===== src/verilog/dbgx_defs.svh =====
// constants of the debug command executor: link codes, opcodes, selects, offsets
`ifndef DBGX_DEFS_SVH
`define DBGX_DEFS_SVH

// link transfer and fixed responses
`define DBGX_XFER_BITS 5'd17
`define DBGX_RESP_NOT_READY 17'h10000
`define DBGX_RESP_DONE 17'h0ffff
`define DBGX_RESP_ERR 17'h10001
`define DBGX_RESP_ILLEGAL 17'h1ffff

// command opcodes (upper bits matched by the decoder, go and nop as whole words)
`define DBGX_OP_RD_GPR 12'h218
`define DBGX_OP_WR_GPR 12'h208
`define DBGX_OP_RD_SYS 12'h258
`define DBGX_OP_WR_SYS 12'h248
`define DBGX_OP_READ 8'h19
`define DBGX_OP_WRITE 8'h18
`define DBGX_OP_DUMP 8'h1d
`define DBGX_OP_FILL 8'h1c
`define DBGX_OP_GO 16'h0c00
`define DBGX_OP_NOP 16'h0000

// operand size field
`define DBGX_SZ_BYTE 2'h0
`define DBGX_SZ_WORD 2'h1
`define DBGX_SZ_LONG 2'h2

// system register select codes
`define DBGX_SYS_RETURN_PROGRAM_COUNTER 4'h0
`define DBGX_SYS_CURRENT_INSTR_COUNTER 4'h1
`define DBGX_SYS_TEMPORARY_A 4'h8
`define DBGX_SYS_FAULT_ADDRESS 4'h9
`define DBGX_SYS_VECTOR_BASE 4'ha
`define DBGX_SYS_PROCESSOR_STATUS_WORD 4'hb
`define DBGX_SYS_USER_STACK_POINTER 4'hc
`define DBGX_SYS_SUPERVISOR_STACK_POINTER 4'hd
`define DBGX_SYS_SOURCE_SPACE_CODE 4'he
`define DBGX_SYS_DESTINATION_SPACE_CODE 4'hf

// status word supervisor bit and program space codes
`define DBGX_STATUS_SUPER_BIT 13
`define DBGX_FC_SUPER_PROG 3'h6
`define DBGX_FC_USER_PROG 3'h2

// reset values
`define DBGX_STATUS_RESET 16'h2700
`define DBGX_FC_RESET 3'h5

// apb register byte offsets
`define DBGX_REG_CTRL 12'h000
`define DBGX_REG_STATUS 12'h004
`define DBGX_REG_RETURN_PC 12'h008
`define DBGX_REG_PTR 12'h00c
`define DBGX_CTRL_HALT_BIT 0
`define DBGX_CTRL_LINK_EN_BIT 1

`endif


===== src/verilog/dbgx_pkg.sv =====
// types of the debug command executor
`default_nettype none
package dbgx_pkg;

	// sequencer states
	typedef enum logic [3:0] {
		S_CMD, S_OP_HI, S_OP_LO, S_ADDR_HI, S_ADDR_LO, S_DATA_HI, S_DATA_LO,
		S_MEM, S_MEM_DONE, S_RES_LO, S_GO
	} dbgx_state_t;

	// decoded command kinds
	typedef enum logic [3:0] {
		K_RD_GPR, K_WR_GPR, K_RD_SYS, K_WR_SYS, K_READ, K_WRITE,
		K_DUMP, K_FILL, K_GO, K_NOP, K_ILLEGAL
	} dbgx_cmd_t;

endpackage
`default_nettype wire


===== src/verilog/dbgx_executor.sv =====
// debug mode command executor: serial link, command sequencer, registers, apb
//
// Decided for this implementation: the APB slave port and the register offsets.
`timescale 1ns/1ps
`default_nettype none
`include "dbgx_defs.svh"

module dbgx_executor (
	// clock and reset
	input wire logic pclk,
	input wire logic presetn,
	// apb slave
	input wire logic [11:0] paddr,
	input wire logic psel,
	input wire logic penable,
	input wire logic pwrite,
	input wire logic [31:0] pwdata,
	output logic [31:0] prdata,
	output logic pready,
	output logic pslverr,
	// debug serial link
	input wire logic dsclk,
	input wire logic dsi,
	output logic dso,
	// memory access port
	output logic mem_req,
	output logic mem_write,
	output logic [31:0] mem_addr,
	output logic [2:0] mem_fc,
	output logic [1:0] mem_size,
	output logic [31:0] mem_wdata,
	input wire logic [31:0] mem_rdata,
	input wire logic mem_ack,
	input wire logic mem_berr,
	// core control
	output logic in_debug,
	output logic resume,
	output logic [31:0] resume_pc,
	output logic [15:0] resume_status_word,
	output logic exc_req,
	output logic exc_addr_err,
	output logic [31:0] exc_fault_addr
);

	// size in bytes for the block pointer advance
	function automatic logic [31:0] size_bytes(input logic [1:0] sz);
		unique case (sz)
			`DBGX_SZ_BYTE: size_bytes = 32'h0000_0001;
			`DBGX_SZ_WORD: size_bytes = 32'h0000_0002;
			default: size_bytes = 32'h0000_0004;
		endcase
	endfunction

	// command word decode; reserved size counts as illegal
	function automatic dbgx_pkg::dbgx_cmd_t decode(input logic [15:0] w);
		decode = dbgx_pkg::K_ILLEGAL;
		if (w[15:4] == `DBGX_OP_RD_GPR)
			decode = dbgx_pkg::K_RD_GPR;
		else if (w[15:4] == `DBGX_OP_WR_GPR)
			decode = dbgx_pkg::K_WR_GPR;
		else if (w[15:4] == `DBGX_OP_RD_SYS)
			decode = dbgx_pkg::K_RD_SYS;
		else if (w[15:4] == `DBGX_OP_WR_SYS)
			decode = dbgx_pkg::K_WR_SYS;
		else if (w == `DBGX_OP_GO)
			decode = dbgx_pkg::K_GO;
		else if (w == `DBGX_OP_NOP)
			decode = dbgx_pkg::K_NOP;
		else if (w[5:0] == 6'h00 && w[7:6] != 2'h3) begin
			if (w[15:8] == `DBGX_OP_READ)
				decode = dbgx_pkg::K_READ;
			else if (w[15:8] == `DBGX_OP_WRITE)
				decode = dbgx_pkg::K_WRITE;
			else if (w[15:8] == `DBGX_OP_DUMP)
				decode = dbgx_pkg::K_DUMP;
			else if (w[15:8] == `DBGX_OP_FILL)
				decode = dbgx_pkg::K_FILL;
		end
	endfunction

	// odd address on a word or long access is an address error
	function automatic logic misaligned(input logic [31:0] a, input logic [1:0] sz);
		misaligned = a[0] && sz != `DBGX_SZ_BYTE;
	endfunction

	dbgx_pkg::dbgx_state_t state;
	dbgx_pkg::dbgx_cmd_t kind_q;
	dbgx_pkg::dbgx_cmd_t rx_kind;
	logic dsclk_s1, dsclk_s2, dsclk_q, dsi_s1, dsi_s2;
	logic lnk_rise, link_en, word_done;
	logic [4:0] bit_cnt;
	logic [15:0] in_sh, rx_word;
	logic [16:0] out_sh, resp;
	logic [3:0] sel_q;
	logic [1:0] size_q;
	logic [15:0] op_hi, lo_q;
	logic [31:0] addr_q, ptr, rd_q;
	logic ae_pend, err_q, mem_fin, go_fin, go_err;
	logic wr_gpr, wr_sys;
	logic [31:0] gpr [0:15];
	logic [31:0] return_program_counter, current_instr_counter, temporary_a, fault_address;
	logic [31:0] vector_base, user_stack_pointer, supervisor_stack_pointer;
	logic [15:0] processor_status_word;
	logic [2:0] source_space_code, destination_space_code;
	logic [31:0] gpr_rd, sys_rd, long_op;
	logic halt_req;

	// link pins cross into pclk; the dsclk rise is found from its second and third stages
	always_ff @(posedge pclk or negedge presetn) begin
		if (!presetn) begin
			dsclk_s1 <= 1'b0;
			dsclk_s2 <= 1'b0;
			dsclk_q <= 1'b0;
			dsi_s1 <= 1'b0;
			dsi_s2 <= 1'b0;
		end else begin
			dsclk_s1 <= dsclk;
			dsclk_s2 <= dsclk_s1;
			dsclk_q <= dsclk_s2;
			dsi_s1 <= dsi;
			dsi_s2 <= dsi_s1;
		end
	end

	assign lnk_rise = link_en && dsclk_s2 && !dsclk_q;

	// 17-bit shifter; idle between transfers it keeps the pending response loaded
	always_ff @(posedge pclk or negedge presetn) begin
		if (!presetn) begin
			bit_cnt <= 5'd0;
			in_sh <= 16'h0000;
			out_sh <= `DBGX_RESP_NOT_READY;
			rx_word <= 16'h0000;
			word_done <= 1'b0;
		end else begin
			word_done <= 1'b0;
			if (lnk_rise) begin
				in_sh <= {in_sh[14:0], dsi_s2};
				out_sh <= {out_sh[15:0], 1'b0};
				if (bit_cnt == `DBGX_XFER_BITS - 5'd1) begin
					bit_cnt <= 5'd0;
					rx_word <= {in_sh[14:0], dsi_s2};
					word_done <= 1'b1;
				end else begin
					bit_cnt <= bit_cnt + 5'd1;
				end
			end else if (bit_cnt == 5'd0) begin
				out_sh <= resp;
			end
		end
	end

	assign dso = out_sh[16];

	// read muxes; the select bit picks the address bank
	always_comb begin
		rx_kind = decode(rx_word);
		gpr_rd = gpr[rx_word[3:0]];
		unique case (rx_word[3:0])
			`DBGX_SYS_RETURN_PROGRAM_COUNTER: sys_rd = return_program_counter;
			`DBGX_SYS_CURRENT_INSTR_COUNTER: sys_rd = current_instr_counter;
			`DBGX_SYS_TEMPORARY_A: sys_rd = temporary_a;
			`DBGX_SYS_FAULT_ADDRESS: sys_rd = fault_address;
			`DBGX_SYS_VECTOR_BASE: sys_rd = vector_base;
			`DBGX_SYS_PROCESSOR_STATUS_WORD: sys_rd = {16'h0000, processor_status_word};
			`DBGX_SYS_USER_STACK_POINTER: sys_rd = user_stack_pointer;
			`DBGX_SYS_SUPERVISOR_STACK_POINTER: sys_rd = supervisor_stack_pointer;
			`DBGX_SYS_SOURCE_SPACE_CODE: sys_rd = {29'h0, source_space_code};
			`DBGX_SYS_DESTINATION_SPACE_CODE: sys_rd = {29'h0, destination_space_code};
			default: sys_rd = 32'h0000_0000;
		endcase
	end

	// register write strobes at the last operand word
	assign long_op = {op_hi, rx_word};
	assign wr_gpr = word_done && in_debug && state == dbgx_pkg::S_OP_LO
		&& kind_q == dbgx_pkg::K_WR_GPR;
	assign wr_sys = word_done && in_debug && state == dbgx_pkg::S_OP_LO
		&& kind_q == dbgx_pkg::K_WR_SYS;

	// memory completion; an address error never reaches the bus
	assign mem_fin = (state == dbgx_pkg::S_MEM || state == dbgx_pkg::S_GO)
		&& (mem_ack || mem_berr || ae_pend);
	assign go_fin = mem_fin && state == dbgx_pkg::S_GO;
	assign go_err = mem_berr || ae_pend;

	// processor register file
	always_ff @(posedge pclk or negedge presetn) begin
		if (!presetn) begin
			for (int i = 0; i < 16; i++)
				gpr[i] <= 32'h0000_0000;
			return_program_counter <= 32'h0000_0000;
			current_instr_counter <= 32'h0000_0000;
			temporary_a <= 32'h0000_0000;
			fault_address <= 32'h0000_0000;
			vector_base <= 32'h0000_0000;
			user_stack_pointer <= 32'h0000_0000;
			supervisor_stack_pointer <= 32'h0000_0000;
			processor_status_word <= `DBGX_STATUS_RESET;
			source_space_code <= `DBGX_FC_RESET;
			destination_space_code <= `DBGX_FC_RESET;
		end else begin
			if (wr_gpr)
				gpr[sel_q] <= long_op;
			if (go_fin && ae_pend)
				fault_address <= return_program_counter; // odd return counter kept
			if (wr_sys) begin
				unique case (sel_q)
					`DBGX_SYS_RETURN_PROGRAM_COUNTER: return_program_counter <= long_op;
					`DBGX_SYS_CURRENT_INSTR_COUNTER: current_instr_counter <= long_op;
					`DBGX_SYS_TEMPORARY_A: temporary_a <= long_op;
					`DBGX_SYS_VECTOR_BASE: vector_base <= long_op;
					`DBGX_SYS_PROCESSOR_STATUS_WORD: processor_status_word <= long_op[15:0];
					`DBGX_SYS_USER_STACK_POINTER: user_stack_pointer <= long_op;
					`DBGX_SYS_SUPERVISOR_STACK_POINTER: supervisor_stack_pointer <= long_op;
					`DBGX_SYS_SOURCE_SPACE_CODE: source_space_code <= long_op[2:0];
					`DBGX_SYS_DESTINATION_SPACE_CODE: destination_space_code <= long_op[2:0];
					default: ; // fault address and unassigned codes drop the write
				endcase
			end
		end
	end

	// command sequencer, memory port and block pointer
	always_ff @(posedge pclk or negedge presetn) begin
		if (!presetn) begin
			state <= dbgx_pkg::S_CMD;
			kind_q <= dbgx_pkg::K_NOP;
			resp <= `DBGX_RESP_NOT_READY;
			sel_q <= 4'h0;
			size_q <= `DBGX_SZ_BYTE;
			op_hi <= 16'h0000;
			lo_q <= 16'h0000;
			addr_q <= 32'h0000_0000;
			ptr <= 32'h0000_0000;
			rd_q <= 32'h0000_0000;
			err_q <= 1'b0;
			ae_pend <= 1'b0;
			mem_req <= 1'b0;
			mem_write <= 1'b0;
			mem_addr <= 32'h0000_0000;
			mem_fc <= 3'h0;
			mem_size <= `DBGX_SZ_BYTE;
			mem_wdata <= 32'h0000_0000;
		end else if (!in_debug) begin
			state <= dbgx_pkg::S_CMD;
			resp <= `DBGX_RESP_NOT_READY;
			mem_req <= 1'b0;
			ae_pend <= 1'b0;
		end else begin
			unique case (state)
				dbgx_pkg::S_CMD: if (word_done) begin
					kind_q <= rx_kind;
					sel_q <= rx_word[3:0];
					size_q <= rx_word[7:6]; // size taken from every command
					resp <= `DBGX_RESP_NOT_READY;
					unique case (rx_kind)
						dbgx_pkg::K_RD_GPR: begin
							resp <= {1'b0, gpr_rd[31:16]};
							lo_q <= gpr_rd[15:0];
							state <= dbgx_pkg::S_RES_LO;
						end
						dbgx_pkg::K_RD_SYS: begin
							resp <= {1'b0, sys_rd[31:16]};
							lo_q <= sys_rd[15:0];
							state <= dbgx_pkg::S_RES_LO;
						end
						dbgx_pkg::K_WR_GPR, dbgx_pkg::K_WR_SYS: state <= dbgx_pkg::S_OP_HI;
						dbgx_pkg::K_READ, dbgx_pkg::K_WRITE: state <= dbgx_pkg::S_ADDR_HI;
						dbgx_pkg::K_DUMP: begin
							mem_addr <= ptr;
							mem_write <= 1'b0;
							mem_fc <= source_space_code;
							mem_size <= rx_word[7:6];
							mem_req <= !misaligned(ptr, rx_word[7:6]);
							ae_pend <= misaligned(ptr, rx_word[7:6]);
							state <= dbgx_pkg::S_MEM;
						end
						dbgx_pkg::K_FILL: begin
							addr_q <= ptr;
							state <= (rx_word[7:6] == `DBGX_SZ_LONG) ?
								dbgx_pkg::S_DATA_HI : dbgx_pkg::S_DATA_LO;
						end
						dbgx_pkg::K_GO: begin
							// prefetch from the return counter in the current privilege
							mem_addr <= return_program_counter;
							mem_write <= 1'b0;
							mem_fc <= processor_status_word[`DBGX_STATUS_SUPER_BIT] ?
								`DBGX_FC_SUPER_PROG : `DBGX_FC_USER_PROG;
							mem_size <= `DBGX_SZ_WORD;
							mem_req <= !return_program_counter[0];
							ae_pend <= return_program_counter[0];
							state <= dbgx_pkg::S_GO;
						end
						dbgx_pkg::K_NOP: resp <= `DBGX_RESP_DONE;
						default: resp <= `DBGX_RESP_ILLEGAL;
					endcase
				end
				dbgx_pkg::S_RES_LO: if (word_done) begin
					resp <= {1'b0, lo_q}; // lower half after upper
					state <= dbgx_pkg::S_CMD;
				end
				dbgx_pkg::S_OP_HI: if (word_done) begin
					op_hi <= rx_word;
					state <= dbgx_pkg::S_OP_LO;
				end
				dbgx_pkg::S_OP_LO: if (word_done) begin
					resp <= `DBGX_RESP_DONE;
					state <= dbgx_pkg::S_CMD;
				end
				dbgx_pkg::S_ADDR_HI: if (word_done) begin
					addr_q[31:16] <= rx_word;
					state <= dbgx_pkg::S_ADDR_LO;
				end
				dbgx_pkg::S_ADDR_LO: if (word_done) begin
					addr_q[15:0] <= rx_word;
					if (kind_q == dbgx_pkg::K_READ) begin
						mem_addr <= {addr_q[31:16], rx_word};
						mem_write <= 1'b0;
						mem_fc <= source_space_code;
						mem_size <= size_q;
						mem_req <= !misaligned({addr_q[31:16], rx_word}, size_q);
						ae_pend <= misaligned({addr_q[31:16], rx_word}, size_q);
						state <= dbgx_pkg::S_MEM;
					end else begin
						state <= (size_q == `DBGX_SZ_LONG) ?
							dbgx_pkg::S_DATA_HI : dbgx_pkg::S_DATA_LO;
					end
				end
				dbgx_pkg::S_DATA_HI: if (word_done) begin
					op_hi <= rx_word;
					state <= dbgx_pkg::S_DATA_LO;
				end
				dbgx_pkg::S_DATA_LO: if (word_done) begin
					mem_addr <= addr_q;
					mem_write <= 1'b1;
					mem_fc <= destination_space_code;
					mem_size <= size_q;
					unique case (size_q)
						`DBGX_SZ_BYTE: mem_wdata <= {24'h000000, rx_word[7:0]};
						`DBGX_SZ_WORD: mem_wdata <= {16'h0000, rx_word};
						default: mem_wdata <= {op_hi, rx_word};
					endcase
					mem_req <= !misaligned(addr_q, size_q);
					ae_pend <= misaligned(addr_q, size_q);
					state <= dbgx_pkg::S_MEM;
				end
				dbgx_pkg::S_MEM: if (mem_fin) begin
					// link words arriving now are polls and stay not ready
					mem_req <= 1'b0;
					ae_pend <= 1'b0;
					err_q <= mem_berr || ae_pend;
					rd_q <= mem_rdata;
					ptr <= mem_addr + size_bytes(mem_size);
					state <= dbgx_pkg::S_MEM_DONE;
				end
				dbgx_pkg::S_MEM_DONE: if (bit_cnt == 5'd0 && !lnk_rise && !word_done) begin
					// wait for a gap so a transfer never changes response midway
					state <= dbgx_pkg::S_CMD;
					if (err_q)
						resp <= `DBGX_RESP_ERR;
					else if (mem_write)
						resp <= `DBGX_RESP_DONE;
					else begin
						unique case (mem_size)
							`DBGX_SZ_BYTE: resp <= {9'h000, rd_q[7:0]};
							`DBGX_SZ_WORD: resp <= {1'b0, rd_q[15:0]};
							default: begin
								resp <= {1'b0, rd_q[31:16]};
								lo_q <= rd_q[15:0];
								state <= dbgx_pkg::S_RES_LO;
							end
						endcase
					end
				end
				dbgx_pkg::S_GO: if (mem_fin) begin
					mem_req <= 1'b0;
					ae_pend <= 1'b0;
					state <= dbgx_pkg::S_CMD; // no result is returned
				end
				default: state <= dbgx_pkg::S_CMD;
			endcase
		end
	end

	// debug mode entry by software, exit through the resume fetch
	always_ff @(posedge pclk or negedge presetn) begin
		if (!presetn) begin
			in_debug <= 1'b0;
			resume <= 1'b0;
			resume_pc <= 32'h0000_0000;
			resume_status_word <= 16'h0000;
			exc_req <= 1'b0;
			exc_addr_err <= 1'b0;
			exc_fault_addr <= 32'h0000_0000;
		end else begin
			resume <= 1'b0;
			exc_req <= 1'b0;
			if (go_fin) begin
				in_debug <= 1'b0; // leaves debug mode on success or error
				resume <= !go_err;
				resume_pc <= return_program_counter;
				resume_status_word <= processor_status_word;
				exc_req <= go_err;
				exc_addr_err <= ae_pend;
				exc_fault_addr <= return_program_counter;
			end else if (halt_req) begin
				in_debug <= 1'b1;
			end
		end
	end

	// apb slave, zero wait states; read data captured in the setup phase
	assign pready = 1'b1;
	assign halt_req = psel && penable && pwrite && paddr == `DBGX_REG_CTRL
		&& pwdata[`DBGX_CTRL_HALT_BIT];

	always_ff @(posedge pclk or negedge presetn) begin
		if (!presetn) begin
			link_en <= 1'b1;
			prdata <= 32'h0000_0000;
			pslverr <= 1'b0;
		end else begin
			if (psel && penable && pwrite && paddr == `DBGX_REG_CTRL)
				link_en <= pwdata[`DBGX_CTRL_LINK_EN_BIT];
			if (psel && !penable) begin
				pslverr <= 1'b0;
				prdata <= 32'h0000_0000;
				unique case (paddr)
					`DBGX_REG_CTRL: prdata <= {30'h0, link_en, 1'b0};
					`DBGX_REG_STATUS: prdata <= {24'h0, state, 1'b0, err_q, mem_req, in_debug};
					`DBGX_REG_RETURN_PC: prdata <= return_program_counter;
					`DBGX_REG_PTR: prdata <= ptr;
					default: pslverr <= 1'b1;
				endcase
			end
		end
	end

	// checks on the sequencer
	a_reg_hi_first: assert property (@(posedge pclk) disable iff (!presetn)
		word_done && in_debug && state == dbgx_pkg::S_CMD && rx_kind == dbgx_pkg::K_RD_GPR
		|=> resp == {1'b0, $past(gpr_rd[31:16])} && lo_q == $past(gpr_rd[15:0]))
		else $error("register read did not return upper word first");
	a_wreg_all_bits: assert property (@(posedge pclk) disable iff (!presetn)
		wr_gpr |=> gpr[$past(sel_q)] == $past(long_op))
		else $error("register write did not store all 32 bits");
	a_wreg_done: assert property (@(posedge pclk) disable iff (!presetn)
		wr_gpr || wr_sys |=> resp == `DBGX_RESP_DONE && state == dbgx_pkg::S_CMD)
		else $error("register write did not answer command complete");
	a_sys_zero_ext: assert property (@(posedge pclk) disable iff (!presetn)
		word_done && in_debug && state == dbgx_pkg::S_CMD && rx_kind == dbgx_pkg::K_RD_SYS
		&& rx_word[3:0] inside {`DBGX_SYS_PROCESSOR_STATUS_WORD, `DBGX_SYS_SOURCE_SPACE_CODE,
		`DBGX_SYS_DESTINATION_SPACE_CODE} |=> resp == 17'h00000)
		else $error("narrow system register not zero extended");
	a_fault_ro: assert property (@(posedge pclk) disable iff (!presetn)
		wr_sys && sel_q == `DBGX_SYS_FAULT_ADDRESS |=> $stable(fault_address))
		else $error("fault address register was written");
	a_busy_not_ready: assert property (@(posedge pclk) disable iff (!presetn)
		state == dbgx_pkg::S_MEM |-> resp == `DBGX_RESP_NOT_READY)
		else $error("response offered while memory access in progress");
	a_no_odd_cycle: assert property (@(posedge pclk) disable iff (!presetn)
		mem_req && mem_size != `DBGX_SZ_BYTE |-> !mem_addr[0])
		else $error("misaligned access reached the bus");
	a_err_answer: assert property (@(posedge pclk) disable iff (!presetn)
		state == dbgx_pkg::S_MEM_DONE && err_q ##1 state != dbgx_pkg::S_MEM_DONE
		|-> resp == `DBGX_RESP_ERR)
		else $error("bus error not answered with error status");
	a_ptr_advance: assert property (@(posedge pclk) disable iff (!presetn)
		state == dbgx_pkg::S_MEM && mem_fin
		|=> ptr == $past(mem_addr) + size_bytes($past(mem_size)))
		else $error("block pointer not advanced by operand size");
	a_nop_keeps_ptr: assert property (@(posedge pclk) disable iff (!presetn)
		word_done && in_debug && state == dbgx_pkg::S_CMD && rx_kind == dbgx_pkg::K_NOP
		|=> $stable(ptr) ##1 $stable(ptr))
		else $error("no-operation disturbed block pointer");
	a_go_fetch_err: assert property (@(posedge pclk) disable iff (!presetn)
		state == dbgx_pkg::S_GO && mem_berr |=> exc_req && !in_debug && !resume)
		else $error("resume fetch error not raised as exception");

	c_long_read: cover property (@(posedge pclk) disable iff (!presetn)
		state == dbgx_pkg::S_MEM_DONE && mem_size == `DBGX_SZ_LONG ##1 state == dbgx_pkg::S_RES_LO);
	c_fill: cover property (@(posedge pclk) disable iff (!presetn)
		state == dbgx_pkg::S_DATA_LO && kind_q == dbgx_pkg::K_FILL && word_done);
	c_resume: cover property (@(posedge pclk) disable iff (!presetn) resume);

endmodule

`default_nettype wire


===== config.mk =====
export PLATFORM = sky130hd
export DESIGN_NAME = dbgx_executor
export DESIGN_NICKNAME = d
export VERILOG_FILES = /design/src/verilog/dbgx_pkg.sv /design/src/verilog/dbgx_executor.sv
export VERILOG_INCLUDE_DIRS = /design/src /design/src/verilog
export SDC_FILE = /design/constraint.sdc
export NUM_CORES = 2
export LEC_CHECK = 0
export ABC_AREA = 1
export BUFFER_PORTS_ARGS = -buffer_cell sky130_fd_sc_hd__buf_2
export CAP_MARGIN = 0
export CORE_UTILIZATION = 28
export DETAILED_ROUTE_END_ITERATION = 6
export GPL_TIMING_DRIVEN = 0
export PLACE_DENSITY_LB_ADDON = 0.05
export SYNTH_ARGS = -nofsm -noshare
export SYNTH_HDL_FRONTEND = slang
export SYNTH_SLANG_ARGS = --single-unit

===== constraint.sdc =====
create_clock -name pclk -period 7.7 [get_ports pclk]
set_clock_uncertainty 0.05 [all_clocks]
set_input_delay 2.31 -clock pclk [delete_from_list [all_inputs] [get_ports pclk]]
set_output_delay 2.31 -clock pclk [all_outputs]
set_load 0.01 [all_outputs]

==> results.md <==
* Drt initial violations at 4269
* Status: finished, violations left
* H-tree levels at 4
* Worst stage delay on the critical path at 1.15 ns
* PortBufs at 243
* Vias in the first global route at 44100
* Post-Syn Nets at 5968
* Gate Count Post-Synth at 5877
* Ratio of cells with drive above 1 in the final layout at 9.56%
* Largest reg by FF count: gpr
* Initial core utilization at 28.3%
* Antenna violations before repair at 15
* Failing checks: capacitance limit, slew limit
* Worst R2R Setup Slack at 2.90 ns
* CP Launch Type: flop
* Placed Cells at 8468
* Worst-path fanout max at 10
* HPWL Detailed at 182000 um
* Slew @ Worst Pin at 1.51 ns
* Cell family with most CP delay: simple AND/OR/NAND/NOR gates
* Distinct cells, synth at 52
* Final hold slack at 0.324 ns
* Area contributors post-synth: dfrtp_1 56%, nand2_1 14%, o21ai_0 11%
* Adder-Cell Fraction of Synth Area at 0.165%
* Filler instances at 19000
* Final period util at 62.4%
* Die Span Y at 425 um
* CP arrival at 5.42 ns
* Synthesis-to-finish area growth at 18.1%
* First-pass DRT Iterations at 6
* Simple-gate share of the synthesized area at 18.6%
* Critical Path RT at 8.31 ns
* Largest family of logic cells by synthesized area: simple AND/OR/NAND/NOR gates
* Avg Vias per Cell at 5.18
* Root buffer cell: clkbuf_16
* CP max stage cell: o21ai_0
* Synth area leader: dfrtp_1
* Cell Area, Synth at 50100 um^2
* Post-synth EDFFs at 0
* FMAX at 208 MHz
* Post-CTS Hold Buffers at 0
* Hold WC Path Type: reg2reg
* Worst-case clock buffer depth at 3
* FF+latch count, synth at 1135
* Pins Over Slew Limit at 2
* Number of remaining DRC errors at 0
* Max reg flops at 512
* Relative max-transition margin at -1.55%
* Pleak at 26.3 nW
* GPL Wtd Cong at 0.959
* CTS buffer count at 141
* Register Area at 28400 um^2
* Drt wl/cell at 28.1 um
* XOR/XNOR share of the synthesized area at 0.385%
* Net count, final at 6362
* CTS Sinks at 1135
* Worst-path clk slew at 0.06 ns
* Pwr dens at 254 nW/um^2
* Ys Warns at 0
* Critical path, cell by cell: buf_2 > nand2_1 > inv_2 > nand2_1 > inv_1 > clkbuf_1 > nand2_1 > nand2_1 > a21oi_1 > nand3_1 > o21ai_0 > nand4_1 > nand2_1 > o21ai_0
* Clk Latency, worst-skew pair at 0.80 ns
* Unrepaired setup endpoints after global routing: no
* Setup Buffers After CTS at 0
* Ys async rst share at 100%
* Final Instance Area at 59100 um^2
* Post-DRT Antenna Nets at 0
* Post-cts sizing count at 0
* Synth Area in Compound Gates at 18.2%
* Die Span X at 425 um
* Total negative slack at 0 ns
* Synth Flop Type: dfrtp_1
* Area share of the largest cell type after synthesis at 56.1%
* Minimum clock period at 4.80 ns
* Mux contribution to synthesized area at 0%
* First-pass GRT wire length at 345000 um
* Final cell count without fillers at 8728
* Core area at 177000 um^2
* CP most frequent cell: nand2_1
* WL final at 245000 um
* Remaining global-route overflow at 0
* GRT Overall Usage at 26.8%
* Die ar. at 180000 um^2
* I/O pins at 275
* Max Cap Violations at 1
* Setup crit end kind: flop
* Area of the multi-input gates at 18700 um^2
* Num rows at 154
* Largest net degree at the start of global routing at 150
* Area after DPL at 54400 um^2
* CTS tree: yes
* Syn avg cell area at 8.52 um^2
* Synth top cells by count: 1870 x nand2_1, 1149 x o21ai_0, 1122 x dfrtp_1
* # setup viols final at 0
* Top-count cell post-synth: nand2_1
* Final hold vios at 0
* Worst IR Drop VDD at 0.000226 V
* Post-synthesis sequential area ratio at 56.8%
* Total power at 15.0 mW
* WS Path Type: reg2reg
* Via count at 45200
* Worst Path Buf+Inv at 4
cell families after synthesis:
logic type               count (synthesis)
AND/OR/NAND/NOR                       2326
AO/OA/AOI/OAI                         1661
flip-flops                            1135
buffers and inverters                  726
XOR/XNOR                                22
adder cells (fa/ha/maj)                  6
other                                    1
placed cells by master (no fill, tap or decap), types with 4 or more instances in the layout:
master / count
a21boi_0: 15
a21oi_1: 95
a221oi_1: 10
a22oi_1: 128
a31oi_1: 25
and3_1: 4
buf_1: 23
buf_16: 8
buf_2: 285
buf_4: 37
bufinv_16: 7
clkbuf_1: 393
clkbuf_16: 142
clkbuf_8: 36
clkinv_1: 6
clkinv_2: 10
clkinv_8: 9
dfrtp_1: 1122
dfstp_2: 13
diode_2: 6
ha_1: 5
inv_1: 253
inv_2: 9
inv_6: 4
nand2_1: 1870
nand2_2: 21
nand3_1: 121
nand4_1: 58
nor2_1: 174
nor2_2: 6
nor3_1: 48
nor4_1: 6
o2111ai_1: 4
o211ai_1: 20
o21ai_0: 1149
o21ai_1: 15
o221ai_1: 9
o22ai_1: 164
o31ai_1: 17
xor2_1: 22
path summary, 6_finish.rpt:
kind                       startpoint           endpoint  cells after the start
min reg2reg                    dsi_s1             dsi_s2                      0
min                            dsi_s1             dsi_s2                      0
max                        rx_word[2]            resp[1]                     14
min in group asynchronous     presetn  exc_fault_addr[5]                      1
max in group asynchronous     presetn           gpr[156]                      5
max reg2reg                rx_word[2]            resp[1]                     14
metrics by stage:
step,util [%],worst slack (ns)
3_5_place_dp,30.8,2.22
5_1_grt,33.4,2.82
2_1_floorplan,-,4.02
3_3_place_gp,30.6,-23.76
6_report,33.4,2.90
4_1_cts,33.4,3.04
power by group:
| part | internal, mW | total [mW] | switching, mW |
|---|---|---|---|
| registers | 6.12 | 6.24 | 0.124 |
| clock network | 4.00 | 6.83 | 2.83 |
| logic | 0.386 | 1.96 | 1.57 |
| total | 10.5 | 15.0 | 4.53 |
layout make-up:
cell class                 count  share of cell area (%)
sequential                  1135                    48.1
multi-input combinational   4016                    31.6
clock buffer                 220                    7.11
tap                         2340                    4.95
buffer                       458                    3.26
timing repair buffer         251                    2.45
inverter                     268                    1.70
clock inverter                34                   0.800
antenna                        6                  0.0254
per-layer routing:
metal | routed length [um] | track usage [%]
met1 | 109000 | 36.6
met2 | 113000 | 42.6
met3 | 12200 | 3.29
met4 | 11600 | 12.0
met5 | 19 | 0
(Power assumes the default switching activity.)
